`src/shared/tuner_cfg_defs.svh`:
```
// Offsets, field positions, reset values and timing counts of the config/test group
`ifndef TUNER_CFG_DEFS_SVH
`define TUNER_CFG_DEFS_SVH
`define OFS_SYS_CFG3 4'h6
`define OFS_TEST_ONE 4'h7
`define OFS_TEST_TWO 4'h8
`define OFS_BOOT_CFG 4'h9
`define RST_SYS_CFG3 16'h0000
`define RST_TEST_ONE 16'h0100
`define RST_TEST_TWO 16'h0000
`define RST_BOOT_CFG 16'h0000
`define SYS_CFG3_RSVD_MASK 16'h0e00
`define POS_RATE 14
`define POS_DEPTH 12
`define POS_EXTENDED_VOLUME_RANGE 8
`define POS_SNR 4
`define POS_IMP 0
`define POS_XOSC 15
`define POS_AHIZ 14
`define EXTENDED_VOLUME_RANGE_SHIFT_DB 30
`define DEPTH_BASE_DB 16
`define RATE_FASTEST_NS 1000
`define RATE_STEP_CYC 4
`endif

```
`src/shared/tuner_cfg_pkg.sv`:
```
// Types shared by the config/test register group
package tuner_cfg_pkg;
    typedef logic [15:0] word_t;
    typedef logic [3:0] addr_t;
    typedef logic [5:0] atten_t;
endpackage

```
`src/rtl/softmute_ramp.sv`:
```
// Softmute attenuation ramp stepped at the selected rate
`include "tuner_cfg_defs.svh"
`timescale 1ns/1ps
`default_nettype none
module softmute_ramp (
    // Clock and reset
    input wire logic mclk_in,
    input wire logic sys_rst_in,
    // Control
    input wire logic mute_req_in,
    input wire logic [1:0] rate_in,
    input wire logic [4:0] depth_db_in,
    // Result
    output logic [4:0] atten_db_out
);
    localparam int unsigned BASE_CYC = (`RATE_FASTEST_NS + 9) / 10;
    // Thirteen bits so the slowest rate (64 x base) does not wrap
    logic [12:0] div_q;
    logic [12:0] lim;
    logic step_en;
    always_comb begin
        lim = 13'(BASE_CYC) << (2 * rate_in);
    end
    assign step_en = (div_q >= lim - 13'h0001);
    always_ff @(posedge mclk_in) begin
        if (sys_rst_in || step_en) begin
            div_q <= 13'h0000;
        end else begin
            div_q <= div_q + 13'h0001;
        end
    end
    // One dB per step so the audio never jumps
    always_ff @(posedge mclk_in) begin
        if (sys_rst_in) begin
            atten_db_out <= 5'h00;
        end else if (step_en) begin
            if (mute_req_in && atten_db_out < depth_db_in) begin
                atten_db_out <= atten_db_out + 5'h01;
            end else if (!mute_req_in && atten_db_out != 5'h00) begin
                atten_db_out <= atten_db_out - 5'h01;
            end else if (atten_db_out > depth_db_in) begin
                atten_db_out <= atten_db_out - 5'h01;
            end
        end
    end
endmodule // softmute_ramp
`default_nettype wire

```
`src/rtl/tuner_config_test_registers.sv`:
```
// Configuration and test register group with audio bias and softmute control
`include "tuner_cfg_defs.svh"
`timescale 1ns/1ps
`default_nettype none
module tuner_config_test_registers (
    // Clock and reset
    input wire logic mclk_in,
    input wire logic sys_rst_in,
    // Register port
    input wire tuner_cfg_pkg::addr_t addr_in,
    input wire tuner_cfg_pkg::word_t wdata_in,
    input wire logic wr_in,
    input wire logic rd_in,
    output tuner_cfg_pkg::word_t rdata_out,
    // Device state
    input wire logic power_enable_in,
    input wire logic vio_present_in,
    input wire logic [3:0] volume_in,
    input wire logic softmute_req_in,
    // Controls out
    output logic [1:0] softmute_rate_out,
    output logic [4:0] softmute_atten_db_out,
    output logic [5:0] volume_atten_db_out,
    output logic volume_mute_out,
    output logic [3:0] seek_snr_threshold_out,
    output logic seek_snr_check_out,
    output logic [3:0] seek_impulse_threshold_out,
    output logic seek_impulse_check_out,
    output logic crystal_osc_enable_out,
    output logic left_audio_out_bias_out,
    output logic right_audio_out_bias_out
);
    import tuner_cfg_pkg::*;
    word_t cfg3_q, test1_q, test2_q, boot_q;
    logic [1:0] pwr_sync_q, vio_sync_q;
    logic [4:0] depth_db;
    logic [4:0] ramp_db;
    logic hiz_d;
    // Pins from outside the clock domain
    always_ff @(posedge mclk_in) begin
        if (sys_rst_in) begin
            pwr_sync_q <= 2'h0;
            vio_sync_q <= 2'h0;
        end else begin
            pwr_sync_q <= {pwr_sync_q[0], power_enable_in};
            vio_sync_q <= {vio_sync_q[0], vio_present_in};
        end
    end
    // Storage; reserved bits are kept as written, the host owns them
    always_ff @(posedge mclk_in) begin
        if (sys_rst_in) begin
            cfg3_q <= `RST_SYS_CFG3;
            test1_q <= `RST_TEST_ONE;
            test2_q <= `RST_TEST_TWO;
            boot_q <= `RST_BOOT_CFG;
        end else if (wr_in) begin
            case (addr_in)
                `OFS_SYS_CFG3: cfg3_q <= wdata_in;
                `OFS_TEST_ONE: test1_q <= wdata_in;
                `OFS_TEST_TWO: test2_q <= wdata_in;
                `OFS_BOOT_CFG: boot_q <= wdata_in;
                default: ;
            endcase
        end
    end
    // Read data for one cycle, zero when unmapped or idle
    always_ff @(posedge mclk_in) begin
        if (sys_rst_in || !rd_in) begin
            rdata_out <= 16'h0000;
        end else begin
            case (addr_in)
                `OFS_SYS_CFG3: rdata_out <= cfg3_q;
                `OFS_TEST_ONE: rdata_out <= test1_q;
                `OFS_TEST_TWO: rdata_out <= test2_q;
                `OFS_BOOT_CFG: rdata_out <= boot_q;
                default: rdata_out <= 16'h0000;
            endcase
        end
    end
    // Depth code to dB, two dB per step
    assign depth_db = 5'(`DEPTH_BASE_DB) - {2'h0, cfg3_q[`POS_DEPTH +: 2], 1'b0};
    softmute_ramp u_ramp (
        .mclk_in(mclk_in),
        .sys_rst_in(sys_rst_in),
        .mute_req_in(softmute_req_in),
        .rate_in(cfg3_q[`POS_RATE +: 2]),
        .depth_db_in(depth_db),
        .atten_db_out(ramp_db)
    );
    // Bias only while powered down with supply present
    assign hiz_d = test1_q[`POS_AHIZ] && !pwr_sync_q[1] && vio_sync_q[1];
    always_ff @(posedge mclk_in) begin
        if (sys_rst_in) begin
            softmute_rate_out <= 2'h0;
            softmute_atten_db_out <= 5'h00;
            volume_atten_db_out <= 6'h00;
            volume_mute_out <= 1'b1;
            seek_snr_threshold_out <= 4'h0;
            seek_snr_check_out <= 1'b0;
            seek_impulse_threshold_out <= 4'h0;
            seek_impulse_check_out <= 1'b0;
            crystal_osc_enable_out <= 1'b0;
            left_audio_out_bias_out <= 1'b0;
            right_audio_out_bias_out <= 1'b0;
        end else begin
            softmute_rate_out <= cfg3_q[`POS_RATE +: 2];
            softmute_atten_db_out <= ramp_db;
            // Code 15 is 0 dB without extended range (30 dB with it), each step below adds 2 dB
            volume_atten_db_out <= {1'b0, 4'hf - volume_in, 1'b0}
                + (cfg3_q[`POS_EXTENDED_VOLUME_RANGE] ? 6'(`EXTENDED_VOLUME_RANGE_SHIFT_DB) : 6'h00);
            volume_mute_out <= (volume_in == 4'h0);
            seek_snr_threshold_out <= cfg3_q[`POS_SNR +: 4];
            seek_snr_check_out <= (cfg3_q[`POS_SNR +: 4] != 4'h0);
            seek_impulse_threshold_out <= cfg3_q[`POS_IMP +: 4];
            seek_impulse_check_out <= (cfg3_q[`POS_IMP +: 4] != 4'h0);
            crystal_osc_enable_out <= test1_q[`POS_XOSC];
            left_audio_out_bias_out <= hiz_d;
            right_audio_out_bias_out <= hiz_d;
        end
    end
endmodule // tuner_config_test_registers
`default_nettype wire

```
`config.mk`:
```
export PLATFORM = sky130hd
export DESIGN_NAME = tuner_config_test_registers
export DESIGN_NICKNAME = d
export VERILOG_FILES = /design/src/shared/tuner_cfg_pkg.sv /design/src/rtl/softmute_ramp.sv /design/src/rtl/tuner_config_test_registers.sv
export VERILOG_INCLUDE_DIRS = /design/src /design/src/shared
export SDC_FILE = /design/constraint.sdc
export NUM_CORES = 1
export LEC_CHECK = 0
export ABC_AREA = 1
export BUFFER_PORTS_ARGS = -buffer_cell sky130_fd_sc_hd__buf_2
export CORE_ASPECT_RATIO = 0.5
export CORE_MARGIN = 1.5
export CORE_UTILIZATION = 47
export CTS_BUF_LIST = sky130_fd_sc_hd__clkbuf_2 sky130_fd_sc_hd__clkbuf_4 sky130_fd_sc_hd__clkbuf_8
export CTS_CLUSTER_DIAMETER = 40
export CTS_CLUSTER_SIZE = 28
export DETAILED_ROUTE_END_ITERATION = 8
export MAX_ROUTING_LAYER = met4
export PLACE_DENSITY_LB_ADDON = 0.12
export SYNTH_ARGS = -nofsm -noshare
export SYNTH_HDL_FRONTEND = slang
export SYNTH_SLANG_ARGS = --single-unit
```
`constraint.sdc`:
```
create_clock -name mclk_in -period 7.2 [get_ports mclk_in]
set_input_delay 0.36 -clock mclk_in [delete_from_list [all_inputs] [get_ports mclk_in]]
set_output_delay 0.36 -clock mclk_in [all_outputs]
set_load 0.05 [all_outputs]
```
== Word level (Yosys, flattened, before mapping) ==
Cells that the tools add are included.

* Input port bits: 31
* Logic and storage cells: 58
* Register bits: 128
* Output and inout bits: 43

* Eq/ne operators: 4
* Order comparisons: 3
* Reductions and logical operators: 19
* Shift operators: 1
* Muxes and demuxes: 5
* $add $sub $neg: 7

{| class="wikitable"
|+ Operators with widths
! kind !! count
|-
| one-hot mux 16 bit (4 select lines) || 1
|-
| 2-to-1 mux 5 bit || 4
|-
| adder 13 x 1 -> 13 bit, second input constant || 1
|-
| >= comparator 13 bit || 1
|-
| << shifter 7 x 3 -> 13 bit, first input constant || 1
|-
| subtractor 13 x 1 -> 13 bit, second input constant || 1
|-
| AND reduction 2 bit || 5
|-
| equality test 4 x 3 -> 1 bit, second input constant || 2
|-
| equality test 4 bit, second input constant || 2
|-
| nonzero test 4 bit || 2
|-
| adder 5 x 5 -> 6 bit || 1
|-
| adder 5 x 1 -> 5 bit, second input constant || 1
|-
| greater-than comparator 5 bit || 1
|-
| less-than comparator 5 bit || 1
|-
| nonzero test 5 bit || 1
|-
| subtractor 5 x 1 -> 5 bit, second input constant || 1
|-
| subtractor 5 x 3 -> 5 bit, first input constant || 1
|-
| logical AND 1 bit || 4
|-
| zero test 4 bit || 1
|-
| subtractor 4 bit, first input constant || 1
|-
| zero test 1 bit || 3
|-
| nonzero test 3 bit || 1
|-
| logical OR 1 bit || 2
|}

== Longest topological paths before layout ==
Gate-level depths: netlist (run 1).

* Word-level depth: 5
* Depth in mapped cells: 18
* Depth with buffers taken out: 18

== By module ==
From an unflattened synthesis (run 1), not the netlist that was laid out.

* Cell total of the unflattened synthesis: 786
* Area, all modules: 5855.6 µm²

{| class="wikitable"
|+ By module, submodules not included
! module !! times used !! area each (µm²) !! sequential area each (µm²) !! cells each
|-
| tuner_config_test_registers || 1 || 4414.2 || 2182.1 || 588
|-
| softmute_ramp || 1 || 1441.4 || 360.3 || 198
|}

== Least setup slack after synthesis (run 1) ==
OpenSTA, ideal clock, no wires.

* Kind: register -> register
* Start point: reg cfg3_q[12]
* End point: reg u_ramp.atten_db_out[4]
* Setup time: 113 ps
* Required time: 7087 ps
* Arrival: 2207 ps
* Path slack: 4880 ps
* Stages on the path, launching flop included: 18
* Buffers on the path: 0
* Cell sequence: dfxtp_1 inv_1 ha_1 inv_1 ha_1 nand2_1 nand2_1 nand2_1 nand3_1 fa_1 nand3_1 nand3_1 nand2_1 nand2_1 nand2_1 nand3_1 nand2_1 nor2_1

* Cells in the longest elaborated chain, start to end: 5

{| class="wikitable"
|+ Ends and longest elaborated chain
! what !! line !! text
|-
| from (decl) || tuner_config_test_registers.sv:34 || <nowiki>word_t cfg3_q, test1_q, test2_q, boot_q;</nowiki>
|-
| from (signal assigned) || tuner_config_test_registers.sv:52 || <nowiki>cfg3_q <= `RST_SYS_CFG3;</nowiki>
|-
| from (signal assigned) || tuner_config_test_registers.sv:58 || <nowiki>`OFS_SYS_CFG3: cfg3_q <= wdata_in;</nowiki>
|-
| subtractor 5 x 3 -> 5 bit * || tuner_config_test_registers.sv:81 || <nowiki>assign depth_db = 5'(`DEPTH_BASE_DB) - {2'h0, cfg3_q[`POS_DEPTH +: 2], 1'b0};</nowiki>
|-
| less-than comparator 5 bit || softmute_ramp.sv:37 || <nowiki>if (mute_req_in && atten_db_out < depth_db_in) begin</nowiki>
|-
| logical AND 1 bit || softmute_ramp.sv:37 ||
|-
| nonzero test 3 bit (no source line) || - ||
|-
| AND reduction 2 bit (no source line) || - ||
|-
| to (signal assigned) || softmute_ramp.sv:38 || <nowiki>atten_db_out <= atten_db_out + 5'h01;</nowiki>
|-
| to (signal assigned) || softmute_ramp.sv:40 || <nowiki>atten_db_out <= atten_db_out - 5'h01;</nowiki>
|-
| to (signal assigned) || softmute_ramp.sv:42 || <nowiki>atten_db_out <= atten_db_out - 5'h01;</nowiki>
|-
| to (decl) || softmute_ramp.sv:14 || <nowiki>output logic [4:0] atten_db_out</nowiki>
|}

Mark *: on every way between the ends. The rest lies on a longest branch, timed or not.
A chain may end at the register's enable or synchronous reset.

== Final worst setup path (run 1) ==
Ends and elaborated chain as after synthesis.

==> results of run 1 <==
[through the flow]
step	power (uW)	hold slack [ps]	area [sq um]	worst slack (ps)	std cells
floorplan	803	372	5330	4880	663
global placement	832	399	5770	4690	855
detailed placement	833	394	5770	4660	855
CTS	1490	98.9	6200	4640	887
global route	1530	108	6200	4310	888
finish	1480	129	6200	4620	888
[final cells by class]
cell class / instances / area (sq um) / area share (%)
Inverter: 109 / 409 / 6.60
Timing Repair Buffer: 77 / 398 / 6.41
Multi-Input combinational cell: 397 / 2240 / 36.1
Antenna cell: 1 / 2.50 / 0.0403
Sequential cell: 127 / 2540 / 41.0
Clock buffer: 22 / 297 / 4.78
Tap cell: 145 / 181 / 2.92
Clock inverter: 10 / 134 / 2.16
[Yosys cell counts, drive strengths merged (2+ instances only)]
cell type  number
a21oi          72
a41oi           2
buf            15
clkbuf         15
dfxtp         127
fa              2
ha             31
inv           108
nand2          49
nand3          22
nand4           7
nor2           89
nor3            3
o21ai          66
o22ai          32
xnor2           6
xor2            6
[power by group]
group	switching, uW	internal, uW	leakage (uW)	total [uW]
combinational	67.6	28.3	0.00140	95.9
sequential	5.02	716	0.00103	721
clock	276	382	0.000218	658
[sequential cells by signal (all words and copies together) (netlist names)]
name / count
boot_q: 16
cfg3_q: 16
rdata_out: 16
test1_q: 16
test2_q: 16
u_ramp.div_q: 13
softmute_atten_db_out: 5
u_ramp.atten_db_out: 5
volume_atten_db_out: 5
seek_impulse_threshold_out: 4
seek_snr_threshold_out: 4
pwr_sync_q: 2
softmute_rate_out: 2
vio_sync_q: 2
crystal_osc_enable_out: 1
right_audio_out_bias_out: 1
seek_impulse_check_out: 1
seek_snr_check_out: 1
volume_mute_out: 1
[logic make-up after synthesis]
group                    count (synthesis)  synth area share [%]
AND/OR/NAND/NOR                        175                  14.0
flip-flops                             127                  47.7
adder cells (fa/ha/maj)                 33                  8.02
XOR/XNOR                                12                  1.97
buffers and inverters                  139                  10.3
AO/OA/AOI/OAI                          176                  17.9
other                                    1                0.0703
[cell usage in the layout (no fill, tap or decap), types with 2 or more instances in the layout]
cell type / Yosys / routed
dfxtp_1: 127 / 127
xor2_1: 6 / 6
nor2_1: 89 / 89
o22ai_1: 29 / 29
clkbuf_8: 0 / 21
buf_2: 9 / 72
buf_4: 3 / 5
nand3_2: 4 / 4
inv_1: 108 / 108
clkinv_2: 0 / 4
nand3_1: 18 / 18
nor3_1: 2 / 2
fa_1: 2 / 2
nand2_1: 49 / 49
o21ai_0: 66 / 66
clkinvlp_4: 0 / 2
a21oi_1: 72 / 72
a41oi_1: 2 / 2
ha_1: 31 / 31
bufinv_16: 0 / 3
nand4_1: 7 / 7
o22ai_2: 3 / 3
xnor2_1: 6 / 6
[layer usage]
| metal | routed length (microns) | up-vias |
|---|---|---|
| met5 | 0 | - |
| met4 | 106 | 0 |
| met3 | 619 | 11 |
| met2 | 5020 | 98 |
| met1 | 6190 | 1999 |
| li1 | - | 2282 |
[worst max-delay path, stage by stage (launching register included)]
cell	delay, ps
dfxtp_1	330
inv_1	70
ha_1	280
inv_1	40
ha_1	280
nand2_1	70
nand2_1	40
nand2_1	70
nand3_1	220
fa_1	490
nand3_1	110
nand3_1	100
nand2_1	80
nand2_1	50
nand2_1	60
nand3_1	60
nand2_1	70
nor2_1	40
[worst max-delay path by stage]
| stage | depth (start not counted) | slack (ps) | to |
|---|---|---|---|
| 2_1_floorplan | 17 | 4880 | u_ramp.atten_db_out[4] |
| 3_3_place_gp | 17 | 4690 | u_ramp.atten_db_out[4] |
| 3_5_place_dp | 17 | 4660 | u_ramp.atten_db_out[4] |
| 4_1_cts | 17 | 4640 | u_ramp.atten_db_out[4] |
| 5_1_grt | 17 | 4310 | u_ramp.atten_db_out[4] |
| 6_report | 17 | 4620 | u_ramp.atten_db_out[4] |
==> reports/qor.csv, run 1 <==
stage,metric,value,unit
cts,clk root buf,clkbuf_8,
cells_and_area,Layout Nets,793,
cts,clock tree buffer depth,2,
sta,highest clock rate,388,MHz
sta,Period minus WS final,2580,ps
global_route,first-pass GRT wire length,19400,microns
route,routed len/inst,13.4,microns
cts,"Clk Latency, worst-skew pair",430,ps
hold_path,Worst Hold Launch,volume_in[2],
cts,# H-tree levels,4,
sta,Final Hold Viols,0,
cts,Worst-path clk slew,70,ps
route,Detailed Routing Iterations Pass 1,5,
global_route,grt met1 use,28.4,%
route,total wire length,11900,microns
cts,clock sink count,127,
pwr,maximum vdd drop,0.109,mV
cts,setup bufs post-CTS,0,
worst_setup_path,required time of the critical path,7520,ps
yosys,Synth Net Count,727,
run,max cap viols,0,
sta,crit share post-route,35.8,%
hold_path,Hold Path Class,in2reg,
cts,TritonCTS clock tree,built,
yosys,Yosys warnings,0,
route,vias per cell,4.94,
worst_setup_path,Reg2Reg Setup Slack,4620,ps
place,dpl hpwl,8020,microns
global_route,initial antenna violation count,1,
yosys,share of flip-flops with an asynchronous set or reset,0,%
yosys,most area-hungry cell type in the Yosys netlist,dfxtp_1,
place,routability congestion estimate,0.835,
floorplan,initial core utilization,48.4,%
worst_setup_path,WS Path Type,reg2reg,
cells_and_area,Area Overhead vs Synth,16.3,%
route,Iter 0 DRT Violations,195,
global_route,remaining global-route overflow,0,
pwr,pwr dens,238,mW/mm^2
floorplan,I/O pin total,74,
yosys,synthesized area per cell,8.05,sq um
sta,final setup violation count,0,
floorplan,row count,27,
yosys,Yosys reg bits,127,
cts,CTS Buf Count,17,
yosys,sequential fraction of the synthesis area,47.7,%
floorplan,Die Width,154,microns
yosys,Yosys cell types,34,
global_route,All-Layer GR Usage,21.3,%
cts,"Hold-fix buffers, CTS",0,
sta,max_slew headroom,57.7,%
global_route,GR peak layer,met2,
status,status,"complete, no violations",
worst_setup_path,Setup crit end kind,flip-flop,
route,DR vias,4390,
pwr,Static Leak,0.00265,uW
global_route,met3 usage,4.80,%
cells_and_area,fraction of layout instances using a drive strength above 1,15.9,%
worst_setup_path,Critical Path Source,cfg3_q[12],
floorplan,full die area,0.0120,sq mm
cts,post_cts resized,0,
yosys,"Cell Area, Synth",0.00533,sq mm
route,Post-DRT Antenna Nets,0,
cells_and_area,final core utilization,56.3,%
global_route,vias in the first global route,3847,
sta,Final Skew,11.7,ps
worst_setup_path,reg2reg start,cfg3_q[12],
global_route,M2 GR Usage,32.1,%
place,I/O Buffers,72,
cells_and_area,fill count,1050,
sta,Final Max Slew Viols,0,
sta,Setup TNS,0,ps
yosys,Area contributors post-synth,"dfxtp_1 48%, inv_1 7.6%, ha_1 7.3%",
yosys,Post-synth EDFFs,0,
sta,Worst-Margin Slew,634,ps
yosys,top_reg_cell synth,dfxtp_1,
floorplan,die height,78.3,microns
worst_setup_path,CP max FO,6,
worst_setup_path,Arrival @ worst endpoint,2890,ps
global_route,pin count of the biggest net entering global routing,66,
route,# DRC,0,
sta,RSZ-0062 raised after global routing,false,
worst_setup_path,cells on worst reg2reg path,17,
hold_path,Hold EP,volume_mute_out,
yosys,Syn Inst Count,663,
hold_path,Cells on Worst Hold Path,2,
worst_setup_path,Worst Setup Start Kind,flip-flop,
worst_setup_path,Critical R2R Capture,u_ramp.atten_db_out[4],
yosys,top cell type's share of synthesized area,47.7,%
floorplan,Core ar.,0.0110,sq mm
No activity file was read; power rests on OpenSTA's default activity.
==> inputs of run 2 (changes only) <==
- clock period: 7.2 -> 2.7 ns (I/O delays scaled with it)
==> reports/qor.csv, run 2 (synthesis results as in run 1) <==
stage,metric,value,unit,change
status,status,"complete, no violations",,unchanged
cells_and_area,Reg area,0.00254,sq mm,unchanged
place,dpl hpwl,8020,microns,about the same
sta,final setup violation count,0,,unchanged
sta,highest clock rate,411,MHz,was 388 MHz
sta,Setup TNS,0,ps,unchanged
pwr,clock network fraction of total power,44.0,%,was 44.6%
cts,TritonCTS clock tree,built,,unchanged
global_route,first-pass GRT wire length,19900,microns,was 19400 microns
worst_setup_path,Worst Setup Start Kind,flip-flop,,unchanged
global_route,grt met1 use,31.7,%,was 28.4%
worst_setup_path,CP max stage delay,390,ps,was 490 ps
sta,crit share post-route,90.1,%,was 35.8%
pwr,pwr dens,621,mW/mm^2,was 238 mW/mm^2
global_route,GR peak layer,met1,,was met2
pwr,Logic pwr share,6.9,%,was 6.5%
worst_setup_path,crit-path cells,inv_1 > ha_1 > inv_1 > ha_1 > nand2_1 > nand2_1 > nand2_1 > nand3_4 > fa_2 > nand3_1 > nand3_1 > nand2_1 > nand2_1 > nand2_1 > nand3_1 > nand2_1 > nor2_1,,was inv_1 > ha_1 > inv_1 > ha_1 > nand2_1 > nand2_1 > nand2_1 > nand3_1 > fa_1 > nand3_1 > nand3_1 > nand2_1 > nand2_1 > nand2_1 > nand3_1 > nand2_1 > nor2_1
global_route,vias in the first global route,3881,,was 3847
route,vias per cell,4.92,,was 4.94
cts,clock tree buffer depth,2,,unchanged
cells_and_area,Layout Nets,801,,was 793
route,routed len/inst,13.6,microns,was 13.4 microns
floorplan,initial core utilization,48.4,%,unchanged
route,DR vias,4402,,was 4390
pwr,Static Leak,0.00267,uW,was 0.00265 uW
worst_setup_path,crit path buf inv count,2,,unchanged
route,Iter 0 DRT Violations,223,,was 195
global_route,met3 usage,5.02,%,was 4.80%
route,Post-DRT Antenna Nets,0,,unchanged
worst_setup_path,CP max FO,6,,unchanged
place,Placed Area,0.00581,sq mm,was 0.00577 sq mm
sta,Worst-Margin Slew,722,ps,was 634 ps
pwr,Net Sw Frac,23.9,%,was 23.7%
cells_and_area,fraction of layout instances using a drive strength above 1,16.4,%,was 15.9%
cells_and_area,"Design Area, Final",0.00632,sq mm,was 0.00620 sq mm
global_route,pin count of the biggest net entering global routing,73,,was 66
global_route,remaining global-route overflow,0,,unchanged
sta,Final Max Slew Viols,0,,unchanged
hold_path,Hold Path Class,in2reg,,unchanged
global_route,All-Layer GR Usage,22.0,%,was 21.3%
floorplan,I/O pin total,74,,unchanged
floorplan,full die area,0.0120,sq mm,unchanged
route,total wire length,12200,microns,was 11900 microns
place,routability congestion estimate,0.804,,was 0.835
worst_setup_path,"Slowest-stage cell, CP",fa_2,,was fa_1
sta,Period minus WS final,2430,ps,was 2580 ps
floorplan,die height,78.3,microns,unchanged
worst_setup_path,cell mode on critical path,nand2_1,,unchanged
cts,clock sink count,127,,unchanged
place,I/O Buffers,72,,unchanged
cells_and_area,"commonest non-fill, non-tap cell in the layout",dfxtp_1,,unchanged
global_route,initial antenna violation count,1,,unchanged
worst_setup_path,required time of the critical path,3030,ps,was 7520 ps
cells_and_area,Area Overhead vs Synth,18.4,%,was 16.3%
cts,Worst-path clk slew,70,ps,about the same
sta,Final Skew,10.7,ps,was 11.7 ps
cts,"Clk Latency, worst-skew pair",430,ps,about the same
route,# DRC,0,,unchanged
floorplan,row count,27,,unchanged
worst_setup_path,WS Path Type,reg2reg,,unchanged
sta,RSZ-0062 raised after global routing,false,,unchanged
floorplan,Core ar.,0.0110,sq mm,unchanged
global_route,M2 GR Usage,30.2,%,was 32.1%
worst_setup_path,Worst path top cell family by delay,adder cells,,unchanged
pwr,Cell Int Power,2990,uW,was 1130 uW
floorplan,Die Width,154,microns,unchanged
cts,# H-tree levels,4,,unchanged
run,max cap viols,0,,unchanged
cts,clk root buf,clkbuf_8,,unchanged
cts,CTS Buf Count,17,,unchanged
worst_setup_path,Setup crit end kind,flip-flop,,unchanged
pwr,Reg power frac,49.0,%,was 48.9%
cells_and_area,fill count,1061,,was 1050
sta,max_slew headroom,51.7,%,was 57.7%
pwr,P_sw,939,uW,was 349 uW
sta,Final Hold Viols,0,,unchanged
worst_setup_path,Arrival @ worst endpoint,2760,ps,was 2890 ps
pwr,maximum vdd drop,0.299,mV,was 0.109 mV
cells_and_area,most frequent cells in the layout,"127 x dfxtp_1, 108 x inv_1, 89 x nor2_1",,unchanged
route,Detailed Routing Iterations Pass 1,5,,unchanged
cells_and_area,multi-input combinational cell area,0.00228,sq mm,was 0.00224 sq mm
run 2: cell types whose count changed in the layout (fill, tap and decap cells not counted), moves of 2 or more:
cell,change
clkinv_2,-3
ha_4,+2
buf_4,+2
ha_1,-2
dlygate4sd3_1,+5
run 2: power by group through the flow:
stage                     sequential, uW  clock (uW)  combinational (uW)
final                               1920        1730                 273
after global routing                1930        1850                 307
after CTS                           1920        1760                 267
after detailed placement            1970           0                 261
after global placement              1970           0                 258
after floorplan                     2000           0                 144
run 2: worst paths after layout:
check | start | end | slack, ps | cells past startpoint
max | cfg3_q[12] | u_ramp.atten_db_out[4] | 270 | 17
min | wdata_in[5] | test2_q[5] | 20 | 3
max reg2reg | cfg3_q[12] | u_ramp.atten_db_out[4] | 270 | 17
min reg2reg | pwr_sync_q[1] | right_audio_out_bias_out | 390 | 1
run 2: final cells by class:
class / instances / share of cell area [%]
Multi-Input combinational cell: 397 / 36.1
Clock inverter: 9 / 2.14
Timing Repair Buffer: 85 / 7.65
Inverter: 109 / 6.48
Sequential cell: 127 / 40.3
Tap cell: 145 / 2.87
Clock buffer: 21 / 4.48
Antenna cell: 1 / 0.0396
run 2: routing by layer:
metal / vias up / share of wire [%]
met5: - / 0
met3: 12 / 5.6
met2: 96 / 41
met1: 1983 / 52
li1: 2311 / -
met4: 0 / 1.2
run 2: what timing repair did:
action                                  CTS  global route
setup buffers                             0             0
endpoints found under the hold margin     4             0
hold buffers                              5             0
gates resized for setup                   0             5
endpoints found under the setup margin    0             2
run 2: metrics by stage:
step	util, %	instances	power (uW)	worst slack [ps]	hold WS, ps
3_5_place_dp	52.7	858	2230	161	347
2_1_floorplan	-	663	2140	380	224
4_1_cts	57.0	893	3950	135	3.01
3_3_place_gp	52.7	858	2220	231	333
6_report	57.4	894	3920	267	20.6
5_1_grt	57.4	894	4080	19.9	16.5
run 2: tightest hold or removal path, cell delays in order:
cell	delay (ps)
buf_2	100
o21ai_0	80
a21oi_1	100
